$ cat config.mk
export PLATFORM = sky130hd
export DESIGN_NAME = prbh_handler
export DESIGN_NICKNAME = d
export VERILOG_FILES = /design/src/design/prbh_pkg.sv /design/src/design/prbh_handler.sv
export SDC_FILE = /design/constraint.sdc
export NUM_CORES = 1
export LEC_CHECK = 0
export ABC_AREA = 0
export BUFFER_PORTS_ARGS = -buffer_cell sky130_fd_sc_hd__buf_4
export CORE_UTILIZATION = 60
export CTS_CLUSTER_DIAMETER = 60
export CTS_CLUSTER_SIZE = 25
export DETAILED_ROUTE_END_ITERATION = 7
export GPL_ROUTABILITY_DRIVEN = 0
export HOLD_SLACK_MARGIN = 0.08
export PLACE_DENSITY = 0.77
export SYNTH_ARGS = -nofsm -noshare
export SYNTH_HDL_FRONTEND = slang
export SYNTH_SLANG_ARGS = --single-unit
$ cat constraint.sdc
create_clock -name ref_clk -period 9.6 [get_ports ref_clk]
set_input_delay 0.96 -clock ref_clk [delete_from_list [all_inputs] [get_ports ref_clk]]
set_output_delay 0.96 -clock ref_clk [all_outputs]
set_load 0.01 [all_outputs]
$ cat src/design/prbh_pkg.sv
// constants for the power and reset button handler
// Behaviour
// - running press raises SMI or config interrupt
// - running press processed within 100 us
// - soft-off wake needs 150 us assertion
// - no detection while unpowered
// - quiet time independent of debounce mode
// - long hold forces soft-off unconditionally
// - override duration selectable, default 4 s
// - up to 1.3 s added latency allowed
// - mode zero adds 16 ms debounce
// - mode one acts immediately, masks 16 ms
// - level flag before or after debounce
// - override stretched to 9-10 s while stretching
// - reset button detected, host reset starts
// - host reset held 5 to 6 ms
// - rearm after release and full running
// - reset-control bit 3 selects power cycle
// - reset button needs platform power good
package prbh_pkg;
  localparam int unsigned CLK_MHZ        = 100;
  localparam int unsigned DEBOUNCE_US    = 16000;
  localparam int unsigned WAKE_MIN_US    = 150;
  localparam int unsigned HOST_RST_US    = 5500;
  localparam int unsigned DEBOUNCE_CYC   = DEBOUNCE_US * CLK_MHZ;
  localparam int unsigned WAKE_MIN_CYC   = WAKE_MIN_US * CLK_MHZ;
  localparam int unsigned HOST_RST_CYC   = HOST_RST_US * CLK_MHZ;
  // override base seconds per select code: 4 + 2*sel (4..18 s)
  localparam int unsigned OVR_BASE_S     = 4;
  localparam int unsigned OVR_STEP_S     = 2;
  localparam int unsigned OVR_STRETCH_S  = 10;
  localparam logic [2:0]  OVR_SEL_RESET  = 3'h0;
  localparam int unsigned RST_CTRL_PWRCYC_BIT = 3;
  typedef enum logic [1:0] {
    PRBH_OFF     = 2'h0,
    PRBH_SOFTOFF = 2'h1,
    PRBH_RUN     = 2'h3,
    PRBH_SLEEP   = 2'h2
  } prbh_state_t;
endpackage

$ cat src/design/prbh_handler.sv
// power button and reset button handler
`timescale 1ns/1ps
`default_nettype none
module prbh_handler import prbh_pkg::*; #(
  parameter int unsigned SEC_CYC      = 100000000,
  parameter int unsigned DEBOUNCE_CNT = DEBOUNCE_CYC,
  parameter int unsigned WAKE_CNT     = WAKE_MIN_CYC,
  parameter int unsigned HRST_CNT     = HOST_RST_CYC
) (
  // clock and resume-well reset
  input  wire logic       ref_clk,
  input  wire logic       reset,
  // pins
  input  wire logic       power_button_n,
  input  wire logic       reset_button_n,
  input  wire logic       platform_power_good,
  // system state from the sleep sequencer
  input  wire logic       sys_running,
  input  wire logic       sys_sleeping,
  input  wire logic       platform_reset_n,
  input  wire logic       stretch_active,
  // configuration
  input  wire logic       button_debounce_select,
  input  wire logic [2:0] override_duration_sel,
  input  wire logic       config_interrupt_select,
  input  wire logic       button_event_enable,
  input  wire logic       global_mgmt_irq_enable,
  input  wire logic [7:0] reset_control,
  // events and status
  output logic            mgmt_irq,
  output logic            config_irq,
  output logic            wake_request,
  output logic            force_soft_off,
  output logic            host_reset,
  output logic            power_cycle_reset,
  output logic            button_level_flag
);
  localparam int unsigned DBW = $clog2(DEBOUNCE_CNT + 1);
  localparam int unsigned HRW = $clog2(HRST_CNT + 1);
  localparam int unsigned OVW = 40;

  // two-stage synchronisers; while unpowered the resume-well reset holds all
  // button pins leave reset at the released level and power good leaves it low, in both modes, so the quiet time is alike
  logic [1:0] pb_s_q, rb_s_q, pg_s_q;
  always_ff @(posedge ref_clk or posedge reset) begin
    if (reset) begin
      pb_s_q <= 2'h3;
      rb_s_q <= 2'h3;
      pg_s_q <= 2'h0;
    end else begin
      pb_s_q <= {pb_s_q[0], power_button_n};
      rb_s_q <= {rb_s_q[0], reset_button_n};
      pg_s_q <= {pg_s_q[0], platform_power_good};
    end
  end
  wire pb_raw = ~pb_s_q[1];
  wire rb_raw = ~rb_s_q[1];
  wire pg     = pg_s_q[1];

  // debounce: a level must stand DEBOUNCE_CNT cycles to be accepted
  logic [DBW-1:0] pb_db_cnt_q, rb_db_cnt_q;
  logic           pb_db_q, rb_db_q, pb_raw_q;
  wire pb_db_done = pb_db_cnt_q == DBW'(DEBOUNCE_CNT);
  wire rb_db_done = rb_db_cnt_q == DBW'(DEBOUNCE_CNT);
  always_ff @(posedge ref_clk or posedge reset) begin
    if (reset) begin
      pb_db_cnt_q <= '0;
      rb_db_cnt_q <= '0;
      pb_db_q     <= 1'b0;
      rb_db_q     <= 1'b0;
      pb_raw_q    <= 1'b0;
    end else begin
      pb_raw_q    <= pb_raw;
      pb_db_cnt_q <= (pb_raw == pb_db_q) ? '0 : pb_db_done ? '0 : pb_db_cnt_q + 1'b1;
      rb_db_cnt_q <= (rb_raw == rb_db_q) ? '0 : rb_db_done ? '0 : rb_db_cnt_q + 1'b1;
      if (pb_db_done) pb_db_q <= pb_raw;
      if (rb_db_done) rb_db_q <= rb_raw;
    end
  end
  wire pb_db_rise = pb_db_done & pb_raw & ~pb_db_q;

  // fast mode: act on raw falling edge, mask further edges 16 ms
  logic [DBW-1:0] mask_cnt_q;
  wire mask_busy = mask_cnt_q != '0;
  wire pb_fast   = pb_raw & ~pb_raw_q & ~mask_busy;
  always_ff @(posedge ref_clk or posedge reset) begin
    if (reset) mask_cnt_q <= '0;
    else if (pb_fast) mask_cnt_q <= DBW'(DEBOUNCE_CNT);
    else if (mask_busy) mask_cnt_q <= mask_cnt_q - 1'b1;
  end

  // press event: within 100 us of pin (sync delay only) plus debounce
  wire press_evt = button_debounce_select ? pb_fast : pb_db_rise;
  // level flag source follows the debounce mode
  wire level_src = button_debounce_select ? pb_raw : pb_db_q;
  // minimum-width qualifier for wake; same in both modes except 16 ms in mode zero
  wire pb_qual   = button_debounce_select ? pb_raw : pb_db_q;

  // wake qualification counter in soft-off
  localparam int unsigned WKW = $clog2(WAKE_CNT + 1);
  logic [WKW-1:0] wake_cnt_q;
  wire in_softoff = ~sys_running & ~sys_sleeping;
  wire wake_hit   = in_softoff & pb_qual & (wake_cnt_q == WKW'(WAKE_CNT - 1));
  always_ff @(posedge ref_clk or posedge reset) begin
    if (reset) wake_cnt_q <= '0;
    else if (!(in_softoff & pb_qual)) wake_cnt_q <= '0;
    else if (wake_cnt_q != WKW'(WAKE_CNT)) wake_cnt_q <= wake_cnt_q + 1'b1;
  end

  // override duration: programmed, or stretched while sleep outputs stretch
  wire [OVW-1:0] ovr_sec = stretch_active ? OVW'(OVR_STRETCH_S) :
                           OVW'(OVR_BASE_S) + OVW'(OVR_STEP_S) * OVW'(override_duration_sel);
  wire [OVW-1:0] ovr_lim = ovr_sec * OVW'(SEC_CYC);
  logic [OVW-1:0] ovr_cnt_q;
  logic           ovr_fired_q;
  wire ovr_hit = pb_db_q & (sys_running | sys_sleeping) & ~ovr_fired_q & (ovr_cnt_q >= ovr_lim);
  // counts on debounced level only; release restarts it; no power-good gate
  always_ff @(posedge ref_clk or posedge reset) begin
    if (reset) begin
      ovr_cnt_q   <= '0;
      ovr_fired_q <= 1'b0;
    end else begin
      ovr_cnt_q   <= pb_db_q ? ovr_cnt_q + 1'b1 : '0;
      ovr_fired_q <= pb_db_q & (ovr_fired_q | ovr_hit);
    end
  end

  // host reset from reset button; gated by power good, rearm
  logic [HRW-1:0] hr_cnt_q;
  logic           armed_q, pwrcyc_q;
  // mode one looks at the first raw low sample, mode zero waits for the debounce
  wire rb_detect = button_debounce_select ? (rb_raw & ~rb_db_q & rb_db_cnt_q == '0)
                                          : (rb_db_done & rb_raw & ~rb_db_q);
  wire hr_start  = rb_detect & pg & armed_q & (hr_cnt_q == '0);
  wire hr_busy   = hr_cnt_q != '0;
  wire rearm     = ~rb_db_q & sys_running & platform_reset_n & ~hr_busy;
  always_ff @(posedge ref_clk or posedge reset) begin
    if (reset) begin
      hr_cnt_q <= '0;
      armed_q  <= 1'b1;
      pwrcyc_q <= 1'b0;
    end else begin
      if (hr_start) hr_cnt_q <= HRW'(HRST_CNT); // 5.5 ms, independent of pin
      else if (hr_busy) hr_cnt_q <= hr_cnt_q - 1'b1;
      if (hr_start) armed_q <= 1'b0;
      else if (rearm) armed_q <= 1'b1;
      if (hr_start) pwrcyc_q <= reset_control[RST_CTRL_PWRCYC_BIT];
    end
  end

  // registered outputs
  wire irq_sel_cfg = config_interrupt_select & button_event_enable;
  wire irq_sel_smi = ~config_interrupt_select & global_mgmt_irq_enable;
  always_ff @(posedge ref_clk or posedge reset) begin
    if (reset) begin
      mgmt_irq          <= 1'b0;
      config_irq        <= 1'b0;
      wake_request      <= 1'b0;
      force_soft_off    <= 1'b0;
      host_reset        <= 1'b0;
      power_cycle_reset <= 1'b0;
      button_level_flag <= 1'b0;
    end else begin
      mgmt_irq          <= press_evt & sys_running & irq_sel_smi;
      config_irq        <= press_evt & sys_running & irq_sel_cfg;
      wake_request      <= wake_hit;
      force_soft_off    <= ovr_hit;
      host_reset        <= hr_busy & ~pwrcyc_q;
      power_cycle_reset <= hr_busy & pwrcyc_q;
      button_level_flag <= level_src;
    end
  end

  // assertions
  a_hr_len_fixed: assert property (@(posedge ref_clk) disable iff (reset)
    hr_start |=> hr_busy [*8]) else $error("host reset ended early");
  a_hr_pg_gate: assert property (@(posedge ref_clk) disable iff (reset)
    hr_start |-> pg) else $error("reset without power good");
  a_hr_no_rearm: assert property (@(posedge ref_clk) disable iff (reset)
    $fell(armed_q) |-> !hr_start) else $error("rearm violated");
  a_pwrcyc_select: assert property (@(posedge ref_clk) disable iff (reset)
    hr_start |=> pwrcyc_q == $past(reset_control[RST_CTRL_PWRCYC_BIT]))
    else $error("power cycle select wrong");
  a_irq_run_only: assert property (@(posedge ref_clk) disable iff (reset)
    (mgmt_irq | config_irq) |-> $past(sys_running)) else $error("irq outside running");
  a_irq_exclusive: assert property (@(posedge ref_clk) disable iff (reset)
    !(mgmt_irq & config_irq)) else $error("both interrupts raised");
  a_ovr_restart: assert property (@(posedge ref_clk) disable iff (reset)
    !pb_db_q |=> ovr_cnt_q == '0) else $error("override not restarted");
  a_ovr_needs_lvl: assert property (@(posedge ref_clk) disable iff (reset)
    force_soft_off |-> $past(pb_db_q) && $past(ovr_cnt_q >= ovr_lim))
    else $error("override early");
  a_fast_mask: assert property (@(posedge ref_clk) disable iff (reset)
    pb_fast |=> !pb_fast [*8]) else $error("edge not masked");
  a_level_flag: assert property (@(posedge ref_clk) disable iff (reset)
    button_level_flag == $past(level_src)) else $error("level flag wrong");
  a_wake_min: assert property (@(posedge ref_clk) disable iff (reset)
    wake_request |-> $past(pb_qual, 2)) else $error("wake too short");

  // further checks on state gating, pulse widths and mode selection
  a_wake_softoff: assert property (@(posedge ref_clk) disable iff (reset)
    wake_request |-> $past(in_softoff)) else $error("wake outside soft-off");
  a_force_state: assert property (@(posedge ref_clk) disable iff (reset)
    force_soft_off |-> $past(sys_running | sys_sleeping)) else $error("force in wrong state");
  a_force_once: assert property (@(posedge ref_clk) disable iff (reset)
    force_soft_off |=> !force_soft_off) else $error("force repeated");
  a_ovr_stretch: assert property (@(posedge ref_clk) disable iff (reset)
    force_soft_off & $past(stretch_active) |->
    $past(ovr_cnt_q) >= OVW'(OVR_STRETCH_S) * OVW'(SEC_CYC)) else $error("stretch ignored");
  a_reset_kind_excl: assert property (@(posedge ref_clk) disable iff (reset)
    !(host_reset & power_cycle_reset)) else $error("both reset kinds raised");
  a_hr_count_down: assert property (@(posedge ref_clk) disable iff (reset)
    hr_busy |=> hr_cnt_q == $past(hr_cnt_q) - 1'b1) else $error("host reset count skipped");
  a_press_mode_zero: assert property (@(posedge ref_clk) disable iff (reset)
    (!button_debounce_select & press_evt) |-> pb_db_done) else $error("press not debounced");
  a_rb_mode_raw: assert property (@(posedge ref_clk) disable iff (reset)
    (hr_start & button_debounce_select) |-> rb_db_cnt_q == '0) else $error("reset detect late");
  a_rb_mode_deb: assert property (@(posedge ref_clk) disable iff (reset)
    (hr_start & !button_debounce_select) |-> rb_db_done) else $error("reset detect early");
  a_mgmt_pulse: assert property (@(posedge ref_clk) disable iff (reset)
    mgmt_irq |=> !mgmt_irq) else $error("interrupt held too long");
  a_cfg_pulse: assert property (@(posedge ref_clk) disable iff (reset)
    config_irq |=> !config_irq) else $error("config interrupt held too long");
endmodule
`default_nettype wire

==> reports/metrics.yaml, run 1 <==
syn_to_final_growth_pct: 10.7
min_path_cells: 0
peakVddDrop_uv: 133
ys_seq_area_frac: 0.427
mostFrequentLayoutCells: "dfrtp_1, nor2_1, nand2_1, ha_1, xor2_1"
power.switching_mw: 0.454
cts-root-buf: "clkbuf_16"
layout_commonest_cell: "dfrtp_1"
finClkSkew_ps: 10.9
setup_viol: 0
grt-ovfl-total: 0
relSlewSlack: 0.447
worstReg2RegEnd: "pwrcyc_q$_DFFE_PP0P_"
postCtsSetupRepairBufs: 0
worst-slew-pin-transition_ps: 830
synth_cells: 945
holdPathEnd: "pg_s_q[1]$_DFF_PP0_"
io_buffers: 23
internal-power_mw: 1.17
cts_resized: 0
vias_per_cell: 5.73
synth-edff-count: 0
synth-async-reset-ratio: 1.00
p_leak_nw: 4.61
p_per_area_nw_per_um2: 160
ioPinCount: 31
routedWlPerCell_um: 14.7
grt_pass1_wl_um: 29900
die_height_um: 126
drt_pass1_iterations: 6
r2r_setup_slack_ps: 6940
ant_nets: 0
syn_area_per_cell_um2: 9.69
grt_start_max_net_pins: 91
cp_max_fo: 5
post-route-period-util: 0.640
synth_top_area_share: 0.413
drc: 2
status: "finished, violations left"
critPathTopFamily: "adder cells"
maxCapViolCount: 0
p_seq_frac: 0.414
hold_violations: 0
cts_buffer_depth: 2
hp-class: "flop to flop"
vias: 6691
die_width_um: 126
htree_levels: 4
hold_slack_ps: 349
cts_made_buffers: 17
yosys_warnings: 0
max_freq_mhz: 163
rr_worst_depth: 7
final_max_slew_viol_count: 0
p_total_mw: 1.62
initial_core_util: 0.623
final_core_util: 0.690
worstSetupPathType: "primary input to flop"
fin_nets: 1069
antenna_found_initial: 0
failed_checks: "DRC"
dpl.cell_count: 1135
synth_cell_types: 62
post-synth-top-area-cell: "dfrtp_1"
synth_flop_cell: "dfrtp_1"
final_cells: 1167
crit_arrival_ps: 6460
hpwl_um: 12000
ys_ff_latch: 156
coreArea_um2: 14700
syn-num-nets: 1044
fin_crit_ps: 6140
clkSlewWorstSetupHoldPaths_ps: 60
cp.required_ps: 9920
tns_ps: 0
worstSetupEndpointType: "flop"
clkLatencyLatePin_ps: 430
combPwrFrac: 0.158
netlist_area_um2: 9160
drive_above_1_share: 0.0824
antenna_cells: 0
start_kind: "primary input"
first_global_vias: 6486
clkSinkCount: 156
cp_slowest_cell: "o311ai_0"
r2r-start: "hr_cnt_q[1]$_DFFE_PP0P_"
crit_chain: "buf_4, ha_1, or2_2, inv_1, fa_1, fa_1, inv_1, ha_1, ha_1, inv_1, fa_1, o311ai_0, nand4b_1, o211ai_1, nand2_1, xnor2_1, ha_1, and3_1, a221o_1, a221oi_1, a21oi_1, o21a_1"
grtUsageTotal: 0.237
min_from: "pg_s_q[0]$_DFF_PP0_"
crit_buf_inv: 4
cp_common_cell: "ha_1"
placementRows: 44
hold_buffers: 0
drtIter0Drc: 412
rsz0062_at_grt: "no"
critPathMaxStageDelay_ps: 630
cts_tree: "yes"
synth.area.top_cells: "dfrtp_1, ha_1, xor2_1"
swShare: 0.279
wl_um: 17200
die_area_um2: 15800
clkPwrFrac: 0.428
[worst max-delay path by stage]
stage	start	to	slack [ps]	depth (start not counted)
2_1_floorplan	override_duration_sel[1]	ovr_fired_q$_DFF_PP0_	3580	21
3_5_place_dp	override_duration_sel[1]	force_soft_off$_DFF_PP0_	3060	22
5_1_grt	override_duration_sel[1]	force_soft_off$_DFF_PP0_	3180	22
3_3_place_gp	override_duration_sel[1]	ovr_fired_q$_DFF_PP0_	3080	22
4_1_cts	override_duration_sel[1]	force_soft_off$_DFF_PP0_	3490	22
6_report	override_duration_sel[1]	ovr_fired_q$_DFF_PP0_	3460	22
[sequential cells by signal, indices dropped and copies added (netlist names)]
register / cells
pb_raw_q: 1
rb_s_q: 2
hr_cnt_q: 20
ovr_fired_q: 1
wake_request: 1
pwrcyc_q: 1
pg_s_q: 2
pb_s_q: 2
ovr_cnt_q: 40
host_reset: 1
mask_cnt_q: 21
force_soft_off: 1
button_level_flag: 1
rb_db_cnt_q: 21
pb_db_cnt_q: 21
pb_db_q: 1
wake_cnt_q: 14
config_irq: 1
mgmt_irq: 1
armed_q: 1
rb_db_q: 1
power_cycle_reset: 1
[Yosys cell counts (all sizes together), types with 8 or more instances]
cell type	count
nor2	92
inv	53
and2	35
a21o	10
or4	11
xor2	56
o21ai	24
or3	25
ha	67
fa	8
nand3	45
nor4	21
clkbuf	19
nor3	31
nand2	74
a21oi	30
and4	11
and3	12
xnor2	55
dfrtp	151
nand4	15
a21boi	9
[area by class of cell]
type	count	area, µm²
Clock buffer	18	439
Clock inverter	14	181
Fill cell	1077	4560
Inverter	53	204
Multi-Input combinational cell	715	4970
Sequential cell	156	3910
Tap cell	184	230
Timing Repair Buffer	27	203
[power by group through the flow]
stage               clock [mW]  sequential (mW)  combinational (mW)
detailed placement           0            0.684               0.254
CTS                      0.708            0.672               0.259
global route             0.736            0.673               0.291
floorplan                    0            0.682               0.196
finish                   0.695            0.672               0.257
global placement             0            0.684               0.249
[metrics by stage]
stage / worst slack, ps / cell area, µm²
after global placement: 3080 / 9520
final: 3460 / 10100
after floorplan: 3580 / 9160
after CTS: 3490 / 10100
after detailed placement: 3060 / 9520
after global routing: 3180 / 10100
[cells by family (layout without fill, tap and decap cells)]
group / after synthesis / count (layout) / synth area share
XOR/XNOR: 111 / 111 / 0.106
buffers and inverters: 74 / 112 / 0.0306
AO/OA/AOI/OAI: 108 / 108 / 0.0771
multiplexers: 7 / 7 / 0.00847
adder cells (fa/ha/maj): 75 / 75 / 0.109
flip-flops: 156 / 156 / 0.427
AND/OR/NAND/NOR: 414 / 414 / 0.242
[routing by layer]
metal,part of all wire,wire [µm],GRT usage
met5,0,0,0
met4,0.010,179,0.0703
met3,0.026,446,0.0449
met2,0.48,8290,0.397
met1,0.48,8250,0.313
(Power assumes the default switching activity.)
==> run 2: changes to the inputs <==
--- a/config.mk
+++ b/config.mk
@@ -7,7 +7,7 @@
 export LEC_CHECK = 0
 export ABC_AREA = 0
 export BUFFER_PORTS_ARGS = -buffer_cell sky130_fd_sc_hd__buf_4
-export CORE_UTILIZATION = 60
+export CORE_UTILIZATION = 57
 export CTS_CLUSTER_DIAMETER = 60
 export CTS_CLUSTER_SIZE = 25
 export DETAILED_ROUTE_END_ITERATION = 7
==> constraint.sdc (replaced) <==
create_clock -name ref_clk -period 5.05 [get_ports ref_clk]
set_input_delay 0.505 -clock ref_clk [delete_from_list [all_inputs] [get_ports ref_clk]]
set_output_delay 0.505 -clock ref_clk [all_outputs]
set_load 0.01 [all_outputs]
==> reports/metrics.yaml, run 2 (synthesized netlist as in run 1, its figures left out) <==
status: "completed"
final_core_util: 0.685
first_global_vias: 6409
final_max_slew_viol_count: 0
p_per_area_nw_per_um2: 304
ant_nets: 0
setup_viol: 0
cp_max_fo: 3
max_freq_mhz: 201
clkSlewWorstSetupHoldPaths_ps: 70
hold_violations: 0
worstSetupPathType: "primary input to flop"
coreArea_um2: 15400
vias: 6780
p_leak_nw: 4.80
syn_to_final_growth_pct: 15.3
nFillCells: 1219
htree_levels: 4
routedWlPerCell_um: 14.3
largest_register_ffs: 40
drt_pass1_iterations: 5
fin_crit_ps: 4970
hold_buffers: 0
cts_tree: "yes"
clkSinkCount: 156
start_kind: "primary input"
antenna_cells: 0
grt-ovfl-total: 0
fin_nets: 1106
post-route-period-util: 0.985
cts_made_buffers: 17
drive_above_1_share: 0.131
placementRows: 45
antenna_found_initial: 0
worst-slew-pin-transition_ps: 953
maxCapViolCount: 0
relSlewSlack: 0.365
clkLatencyLatePin_ps: 430
seqCellArea_um2: 3910
dpl.cell_count: 1193
finClkSkew_ps: 10.3
die_height_um: 129
rsz0062_at_grt: "yes"
cp.required_ps: 5370
grtUsageTotal: 0.228
initial_core_util: 0.594
hp-class: "primary input to flop"
wl_um: 17700
grt_pass1_wl_um: 29900
cts-root-buf: "clkbuf_16"
vias_per_cell: 5.51
mostFrequentLayoutCells: "dfrtp_1, nor2_1, nand2_1, ha_1, buf_4"
hpwl_um: 12200
cts_buffer_depth: 2
worstSetupEndpointType: "flop"
crit_arrival_ps: 5290
drtIter0Drc: 432
die_width_um: 129
grt_start_max_net_pins: 112
max_flop_register: "ovr_cnt_q"
io_buffers: 23
hold_slack_ps: 179
multiInputGateArea_um2: 5090
peakVddDrop_uv: 314
die_area_um2: 16600
layout_commonest_cell: "dfrtp_1"
drc: 0
ioPinCount: 31
final_cells: 1231
==> run 2: cell count changes in the layout (fill, tap and decap cells not counted), sizes merged <==
cell / delta
bufinv: -1
buf: +37
clkinv: -2
clkinvlp: +1
clkbuf: -1
inv: +3
==> run 2: what timing repair did <==
item	4_1_cts	5_1_grt
gates resized for setup	0	13
setup endpoints to repair	2	2
setup buffers	0	6
pin swaps	1	18
==> run 2: worst paths after layout <==
path / slack [ps] / startpoint / end / depth (start not counted)
min: 180 / reset_button_n / rb_s_q[0]$_DFF_PP1_ / 1
max in group asynchronous: 3620 / reset / ovr_cnt_q[11]$_DFF_PP0_ / 3
max reg2reg: 2400 / hr_cnt_q[0]$_DFFE_PP0P_ / pwrcyc_q$_DFFE_PP0P_ / 7
min reg2reg: 350 / pg_s_q[0]$_DFF_PP0_ / pg_s_q[1]$_DFF_PP0_ / 0
max: 80 / override_duration_sel[2] / ovr_fired_q$_DFF_PP0_ / 22
min in group asynchronous: 290 / reset / hr_cnt_q[7]$_DFFE_PP0P_ / 2
==> run 2: area by class of cell <==
class	count	share of cell area
multi-input cells	715	0.482
flip-flops and latches	156	0.370
repair buffers	64	0.0462
clock buffers	17	0.0403
well taps	211	0.0250
inverters	53	0.0195
clock inverters	15	0.0166
==> run 2: report_power, final <==
part           total, mW  internal (mW)  switching [mW]  leakage [nW]
combinational      0.662          0.310           0.352          2.44
sequential          1.28           1.26          0.0130          2.08
clock               1.28          0.707           0.569         0.288
total               3.21           2.28           0.934          4.80
==> run 2: critical path, stage by stage <==
cell,delay (ps)
buf_6,100
ha_4,220
or2_4,240
inv_4,60
fa_1,440
fa_1,560
inv_2,60
ha_4,270
ha_4,130
inv_2,30
fa_2,370
o21ai_2,180
a41oi_2,140
o211ai_1,300
nand2_1,140
xnor2_2,150
ha_1,330
and3_4,170
a221o_1,360
a221oi_2,230
a21oi_1,110
o21a_1,190
==> run 2: through the flow <==
stage | total power [mW] | area [µm²] | setup WS (ps) | TNS, ps
after floorplan | 1.69 | 9200 | 0.183 | 0
after global placement | 1.86 | 9820 | -246 | -490
after detailed placement | 1.88 | 9820 | -362 | -720
after CTS | 3.17 | 10400 | 2.85 | 0
after global routing | 3.37 | 10600 | -64.7 | -112
final | 3.21 | 10600 | 75.1 | 0
==> run 2: per-layer routing <==
| layer | wire length, µm | GRT usage | up-vias |
|---|---|---|---|
| li1 | - | - | 3422 |
| met1 | 8470 | 0.315 | 3276 |
| met2 | 8620 | 0.374 | 67 |
| met3 | 380 | 0.0424 | 15 |
| met4 | 187 | 0.0567 | 0 |
| met5 | 0 | 0 | - |
